<file path="src/verilog/aap_pkg.sv">
// constants for the autonegotiation advertisement, partner and expansion registers
// assumes a 16-bit management register port with 5-bit register numbers
package aap_pkg;

	// ============================================================
	// register numbers
	localparam logic [4:0]  AAP_REG_ADVERT    = 5'h04;
	localparam logic [4:0]  AAP_REG_PARTNER   = 5'h05;
	localparam logic [4:0]  AAP_REG_EXPANSION = 5'h06;

	// ============================================================
	// local advertisement fields
	localparam int          AAP_ADV_MORE_PAGES   = 15;
	localparam int          AAP_ADV_CONFIRM      = 14;
	localparam int          AAP_ADV_REMOTE_FAULT = 13;
	localparam int          AAP_ADV_PAUSE        = 10;
	localparam int          AAP_ADV_T4           = 9;
	localparam int          AAP_ADV_TX_FD        = 8;
	localparam int          AAP_ADV_TX           = 7;
	localparam int          AAP_ADV_10_FD        = 6;
	localparam int          AAP_ADV_10           = 5;
	localparam int          AAP_CLASS_MSB        = 4;
	localparam int          AAP_CLASS_LSB        = 0;
	// bits 12:11 are reserved: not stored, read as zero
	localparam logic [15:0] AAP_ADV_WRITE_MASK   = 16'he7ff;
	// protocol class 00001, abilities 100 fd, 100, 10 fd, 10 advertised
	localparam logic [15:0] AAP_ADV_RESET        = 16'h01e1;

	// ============================================================
	// partner page fields, both views
	localparam int          AAP_LP_MORE_PAGES    = 15;
	localparam int          AAP_LP_CONFIRM       = 14;
	localparam int          AAP_LP_FAULT         = 13;
	localparam int          AAP_LP_MESSAGE       = 13;
	localparam int          AAP_LP_COMPLY        = 12;
	localparam int          AAP_LP_ALTERNATOR    = 11;
	localparam int          AAP_LP_CAP_MSB       = 12;
	localparam int          AAP_LP_CAP_LSB       = 5;
	localparam int          AAP_LP_CODE_MSB      = 10;
	localparam int          AAP_LP_CODE_LSB      = 0;
	localparam logic [15:0] AAP_LP_RESET         = 16'h0000;

	// ============================================================
	// expansion fields
	localparam int          AAP_EXP_PAR_ERR      = 4;
	localparam int          AAP_EXP_LP_EXTRA     = 3;
	localparam int          AAP_EXP_LOCAL_EXTRA  = 2;
	localparam int          AAP_EXP_PAGE_ARRIVED = 1;
	localparam int          AAP_EXP_LP_NEG_CAP   = 0;
	localparam int          AAP_FLAG_COUNT       = 2;
	localparam int          AAP_FLAG_PAR_ERR     = 0;
	localparam int          AAP_FLAG_PAGE        = 1;

endpackage

</file>
<file path="src/verilog/aap_sticky.sv">
// one latched-high status flag
// assumes set and clear are single-cycle pulses on clk
`timescale 1ns/100ps
module aap_sticky (
	input  wire logic clk,
	input  wire logic nrst,
	input  wire logic set,
	input  wire logic clear,
	output logic      flag
);

	// ============================================================
	// latch
	// set wins so an event landing on the clearing read is not lost
	always_ff @(posedge clk or negedge nrst) begin
		if (!nrst) begin
			flag <= 1'b0;
		end else if (set) begin
			flag <= 1'b1;
		end else if (clear) begin
			flag <= 1'b0;
		end
	end

endmodule

</file>
<file path="src/verilog/aap_regs.sv">
// advertisement, link partner and expansion registers of one port
// assumes register port and negotiation inputs come from logic on clk
`timescale 1ns/100ps

// How it works
// - writing advertised more-pages bit enables next-page exchange after the base page
// - advertisement holds a writable confirm bit sent in the local code word
// - remote fault advert bit is sent to the partner in the code word
// - pause bit advertises wish to exchange flow control
// - ability bits 8 to 5 are advertised when set
// - protocol class field resets to 00001
// - base view bit 14 shows partner saw three consistent bursts
// - base view shows partner abilities 12:5 and protocol class 4:0
// - base view bit 13 shows the partner fault
// - next view shows more pages, message flag and comply flag
// - next view bit 14 shows partner received our code word
// - next view bit 11 shows the partner alternator as received
// - next view low eleven bits carry the partner code field
// - parallel detection error latches high, cleared only by expansion read
// - page arrived latches high when a next page is received
// - local extra-page-capable bit always reads one
// - expansion bit 3 partner next-page support, bit 0 partner negotiation capable
// - latched flags hold until their register is read
// - partner contents read zero until negotiation completes
module aap_regs
	import aap_pkg::*;
(
	input  wire logic        clk,
	input  wire logic        nrst,
	input  wire logic [4:0]  mgmt_addr,
	input  wire logic        mgmt_wr,
	input  wire logic [15:0] mgmt_wdata,
	input  wire logic        mgmt_rd,
	output logic      [15:0] mgmt_rdata,
	input  wire logic        rx_page_valid,
	input  wire logic        rx_page_is_next,
	input  wire logic [15:0] rx_page_word,
	input  wire logic        partner_negotiation_capable,
	input  wire logic        parallel_detection_event,
	input  wire logic        negotiation_complete,
	output logic      [15:0] tx_base_word,
	output logic             next_page_enable,
	output logic             partner_view_next
);

	// ============================================================
	// state
	logic [15:0] local_advertisement;
	logic [15:0] partner_word;
	logic        partner_extra_page_capable;
	logic [AAP_FLAG_COUNT-1:0] flag_set;
	logic [AAP_FLAG_COUNT-1:0] flag_q;
	logic        expansion_read;
	logic [15:0] partner_base_page;
	logic [15:0] partner_next_page_view;
	logic [15:0] negotiation_expansion;
	logic [15:0] next_rdata;

	function automatic logic hit(input logic [4:0] addr, input logic [4:0] reg_num);
		hit = (addr == reg_num);
	endfunction

	// ============================================================
	// local advertisement
	always_ff @(posedge clk or negedge nrst) begin
		if (!nrst) begin
			local_advertisement <= AAP_ADV_RESET;
		end else if (mgmt_wr && hit(mgmt_addr, AAP_REG_ADVERT)) begin
			local_advertisement <= mgmt_wdata & AAP_ADV_WRITE_MASK;
		end
	end

	// word straight from the register so the burst generator sees changes at once
	assign tx_base_word     = local_advertisement;
	// pause, T4 and abilities travel in the same word untouched
	assign next_page_enable = local_advertisement[AAP_ADV_MORE_PAGES];

	// ============================================================
	// partner page capture
	always_ff @(posedge clk or negedge nrst) begin
		if (!nrst) begin
			partner_word      <= AAP_LP_RESET;
			partner_view_next <= 1'b0;
		end else if (rx_page_valid) begin
			partner_word      <= rx_page_word;
			partner_view_next <= rx_page_is_next;
		end
	end

	// next-page support is only meaningful from the base page
	always_ff @(posedge clk or negedge nrst) begin
		if (!nrst) begin
			partner_extra_page_capable <= 1'b0;
		end else if (rx_page_valid && !rx_page_is_next) begin
			partner_extra_page_capable <= rx_page_word[AAP_LP_MORE_PAGES];
		end
	end

	always_comb begin
		partner_base_page = 16'h0000;
		partner_base_page[AAP_LP_MORE_PAGES] = partner_word[AAP_LP_MORE_PAGES];
		partner_base_page[AAP_LP_CONFIRM]    = partner_word[AAP_LP_CONFIRM];
		partner_base_page[AAP_LP_FAULT]      = partner_word[AAP_LP_FAULT];
		partner_base_page[AAP_LP_CAP_MSB:AAP_LP_CAP_LSB] =
			partner_word[AAP_LP_CAP_MSB:AAP_LP_CAP_LSB];
		partner_base_page[AAP_CLASS_MSB:AAP_CLASS_LSB] =
			partner_word[AAP_CLASS_MSB:AAP_CLASS_LSB];
	end

	always_comb begin
		partner_next_page_view = 16'h0000;
		partner_next_page_view[AAP_LP_MORE_PAGES] = partner_word[AAP_LP_MORE_PAGES];
		partner_next_page_view[AAP_LP_CONFIRM]    = partner_word[AAP_LP_CONFIRM];
		partner_next_page_view[AAP_LP_MESSAGE]    = partner_word[AAP_LP_MESSAGE];
		partner_next_page_view[AAP_LP_COMPLY]     = partner_word[AAP_LP_COMPLY];
		partner_next_page_view[AAP_LP_ALTERNATOR] = partner_word[AAP_LP_ALTERNATOR];
		partner_next_page_view[AAP_LP_CODE_MSB:AAP_LP_CODE_LSB] =
			partner_word[AAP_LP_CODE_MSB:AAP_LP_CODE_LSB];
	end

	// ============================================================
	// latched-high flags
	assign expansion_read = mgmt_rd && hit(mgmt_addr, AAP_REG_EXPANSION);
	assign flag_set[AAP_FLAG_PAR_ERR] = parallel_detection_event;
	assign flag_set[AAP_FLAG_PAGE]    = rx_page_valid && rx_page_is_next;

	genvar gi;
	generate
		for (gi = 0; gi < AAP_FLAG_COUNT; gi++) begin : g_flag
			aap_sticky u_flag (
				.clk   (clk),
				.nrst  (nrst),
				.set   (flag_set[gi]),
				.clear (expansion_read),
				.flag  (flag_q[gi])
			);
		end
	endgenerate

	always_comb begin
		negotiation_expansion = 16'h0000;
		negotiation_expansion[AAP_EXP_PAR_ERR]      = flag_q[AAP_FLAG_PAR_ERR];
		negotiation_expansion[AAP_EXP_LP_EXTRA]     =
			partner_extra_page_capable && negotiation_complete;
		negotiation_expansion[AAP_EXP_LOCAL_EXTRA]  = 1'b1;
		negotiation_expansion[AAP_EXP_PAGE_ARRIVED] = flag_q[AAP_FLAG_PAGE];
		negotiation_expansion[AAP_EXP_LP_NEG_CAP]   =
			partner_negotiation_capable && negotiation_complete;
	end

	// ============================================================
	// read path
	// partner data is hidden until negotiation completes; latched flags stay
	// visible so a clearing read never discards an unseen event
	always_comb begin
		next_rdata = 16'h0000;
		if (hit(mgmt_addr, AAP_REG_ADVERT)) begin
			next_rdata = local_advertisement;
		end else if (hit(mgmt_addr, AAP_REG_PARTNER) && negotiation_complete) begin
			next_rdata = partner_view_next ? partner_next_page_view
			                               : partner_base_page;
		end else if (hit(mgmt_addr, AAP_REG_EXPANSION)) begin
			next_rdata = negotiation_expansion;
		end
	end

	always_ff @(posedge clk or negedge nrst) begin
		if (!nrst) begin
			mgmt_rdata <= 16'h0000;
		end else if (mgmt_rd) begin
			mgmt_rdata <= next_rdata;
		end
	end

endmodule

</file>
<file path="config.mk">
export PLATFORM = sky130hd
export DESIGN_NAME = aap_regs
export DESIGN_NICKNAME = d
export VERILOG_FILES = /design/src/verilog/aap_pkg.sv /design/src/verilog/aap_sticky.sv /design/src/verilog/aap_regs.sv
export SDC_FILE = /design/constraint.sdc
export NUM_CORES = 1
export LEC_CHECK = 0
export BUFFER_PORTS_ARGS = -buffer_cell sky130_fd_sc_hd__buf_2
export CAP_MARGIN = 10
export CORE_MARGIN = 2
export CORE_UTILIZATION = 35
export CTS_BUF_LIST = sky130_fd_sc_hd__clkbuf_8
export CTS_CLUSTER_SIZE = 40
export DETAILED_ROUTE_END_ITERATION = 10
export PLACE_DENSITY_LB_ADDON = 0.15
export SLEW_MARGIN = 20
export SYNTH_ARGS = -nofsm -noshare
export SYNTH_HDL_FRONTEND = slang
export SYNTH_HIERARCHICAL = 1
export SYNTH_SLANG_ARGS = --single-unit
</file>
<file path="constraint.sdc">
create_clock -name clk -period 1.05 [get_ports clk]
set_input_delay 0.21 -clock clk [delete_from_list [all_inputs] [get_ports clk]]
set_output_delay 0.21 -clock clk [all_outputs]
set_load 0.005 [all_outputs]
</file>
==> impl_results.md <==
* Status: complete, but fails checks
* Failing checks: setup timing
* Gate Count Post-Synth at 179
* Post-layout min period at 1.177 ns
* Worst EP arrival at 1.36 ns
* Synth warn at 6
* Most common cell after layout, fill and taps aside: buf_2
* Drt initial violations at 35
* Finished Layout Cells at 365
* H-tree depth at 2
* Number of vias per cell at 4.734
* Inserted Clock Buffers at 5
* Clk_lat worst skew at 0.30 ns
* Avg Synthesized Cell Area at 12.18 um^2
* Setup CP Type: input pin to flip-flop
* TritonCTS clock tree: built
* First-pass GRT wire length at 8645 um
* Via count at 1728
* Initial Utilization at 0.3660
* Die Width at 82.92 um
* P per Cell Area at 1487 mW/mm^2
* Hold path depth at 2
* Post-placement cell count at 339
* Routed WL at 5137 um
* RSZ-0062 raised after global routing: true
* Setup crit start kind: input pin
* Max cap viols at 0
* Worst-path fanout max at 2
* Drt first pass iters at 2
* Area Growth Syn to Fin at 46.73%
* Slew Limit Fails at 0
* Fmax at 849.6 MHz
* Post-route antenna net violation count at 0
* WL/cell at 14.07 um
* Synth Register Bits at 50
* Fillcell total at 562
* Fin crit share at 1.121
* Critical Path RT at 1.24 ns
* Ports at 80
* Peak supply drop at 0.9101 mV
* Final Power at 4.755 mW
* Clock-pin slew on the worst setup and hold paths at 0.08 ns
* Die area at 0.006875 mm^2
* Hold Vio Cnt, Final at 0
* Ant. Diodes at 0
* Setup WS post-layout at -0.1270 ns
* Sink Count at 50
* RD Place Congestion at 0.7229
* Min Hold Slack at 0.1080 ns
* Hold Crit Class: input pin to flip-flop
* DRC Markers at 0
* Post-Syn Area at 0.002180 mm^2
* Layout net count at 335
* Leakage at 1.540 nW
* Crit path capture type: flip-flop
* Post-route cell area at 0.003198 mm^2
* Num rows at 28
* Post-synth cell types at 31
* Largest net degree at the start of global routing at 51
* Most frequent cells in the layout: buf_2 (71), dfrtp_1 (45), mux2_2 (31)
* Placed cell area at 0.002800 mm^2
* Die height at 82.92 um
* GRT Total Usage at 0.1558
* GRT overflow at 0
* Root Buffer: clkbuf_8
* Core Area at 0.005956 mm^2
* Vias in the first global route at 1815
* Layout cells sized above 1 at 0.6034
* Final setup violation count at 27
* Worst clock skew at 0.006797 ns
* Post-synthesis sequential area ratio at 0.5769
* Reg2Reg Depth at 2
* IO buf count at 75
* Initial antenna violation count at 0
* DP HPWL at 3714 um
* Clk buf depth at 2
## through the flow
stage | util | setup slack (ns) | TNS, ns
6_report | 0.5370 | -0.1270 | -1.451
5_1_grt | 0.5370 | -0.1618 | -2.946
4_1_cts | 0.5231 | -0.1528 | -2.130
3_5_place_dp | 0.4702 | -0.4921 | -10.09
3_3_place_gp | 0.4702 | -0.4633 | -9.643
2_1_floorplan | - | -0.3563 | -4.260
## flip-flops by register name, indices dropped and copies added, names as in the netlist
name,count
partner_base_page,16
partner_extra_page_capable,1
tx_base_word,14
partner_view_next,1
mgmt_rdata,16
g_flag.u_flag/flag,2
## cell families after synthesis
| group | count (synthesis) | synth area share |
|---|---|---|
| other | 1 | 0.001721 |
| buffers and inverters | 27 | 0.05281 |
| and+or+nand+nor | 45 | 0.1188 |
| DFF | 50 | 0.5769 |
| muxes | 32 | 0.1653 |
| AOI/OAI and AO/OA | 24 | 0.08439 |
## repair_timing
item / 4_1_cts / 5_1_grt
gates resized for setup: 16 / 11
buffers inserted: 13 / 5
cloned: 0 / 0
endpoints found under the hold margin: 45 / 0
hold buffers: 1 / 0
setup endpoints to repair: 36 / 60
pin swaps: 5 / 8
## per-layer routing
layer  GRT usage  part of all wire  vias to the layer above
met1      0.2022              0.45                      836
met5           0                 0                        -
met2      0.2610              0.50                       39
met3     0.03579             0.046                        5
met4     0.04471            0.0091                        0
li1            -                 -                      848
## critical path, stage by stage
cell and delay (ns):
buf_8 0.09, or4b_4 0.53, or3_1 0.32, a41o_1 0.21
## where the power goes
part / internal (mW) / switching [mW] / total (mW) / leakage (nW)
Sequential: 2.15 / 0.115 / 2.27 / 0.612
Clock: 0.954 / 0.643 / 1.60 / 0.0683
Combinational: 0.543 / 0.349 / 0.892 / 0.859
Total: 3.65 / 1.11 / 4.76 / 1.54
## worst paths after layout
path	startpoint	end	slack (ns)
max reg2reg	tx_base_word[2]	mgmt_rdata[2]	-0.01
max	mgmt_addr[0]	mgmt_rdata[2]	-0.13
min in group asynchronous	nrst	mgmt_rdata[2]	0.41
max in group asynchronous	nrst	tx_base_word[5]	0.34
min	parallel_detection_event	g_flag[0].u_flag/flag	0.11
min reg2reg	g_flag[1].u_flag/flag	g_flag[1].u_flag/flag	0.49
## cell type report
cell class / instances / area (um^2) / area share
inverter: 14 / 52.55 / 0.01643
clock buffer: 5 / 68.82 / 0.02152
multi-input combinational: 103 / 898.4 / 0.2809
tap: 75 / 93.84 / 0.02934
timing repair buffer: 115 / 758.2 / 0.2371
clock inverter: 3 / 68.82 / 0.02152
sequential: 50 / 1257 / 0.3932
## cells in the mapped netlist
library cell	count	area [um^2]
nor2_1	2	7.510
inv_1	14	52.55
nand3b_1	1	7.510
and2_1	3	18.77
dfrtp_1	45	1126
mux2_2	32	360.4
buf_2	2	10.01
nand2_1	13	48.80
a31oi_1	2	12.51
and3b_1	1	8.760
nand3_2	1	10.01
nor3b_1	1	7.510
a41o_1	1	10.01
o221ai_1	9	78.83
dfstp_2	5	131.4
and3_1	1	6.260
nand3_1	13	65.06
or3_1	1	6.260
or4b_4	1	13.76
nor2b_1	3	18.77
a311oi_1	2	17.52
o21ai_0	4	20.02
o22ai_1	2	12.51
o32ai_1	2	17.52
clkbuf_1	8	30.03
conb_1	1	3.750
nor3_1	2	10.01
nor4b_4	1	23.77
a21o_1	2	15.01
nand2b_1	1	6.260
buf_4	3	22.52
Power figures use the tool's default switching activity.
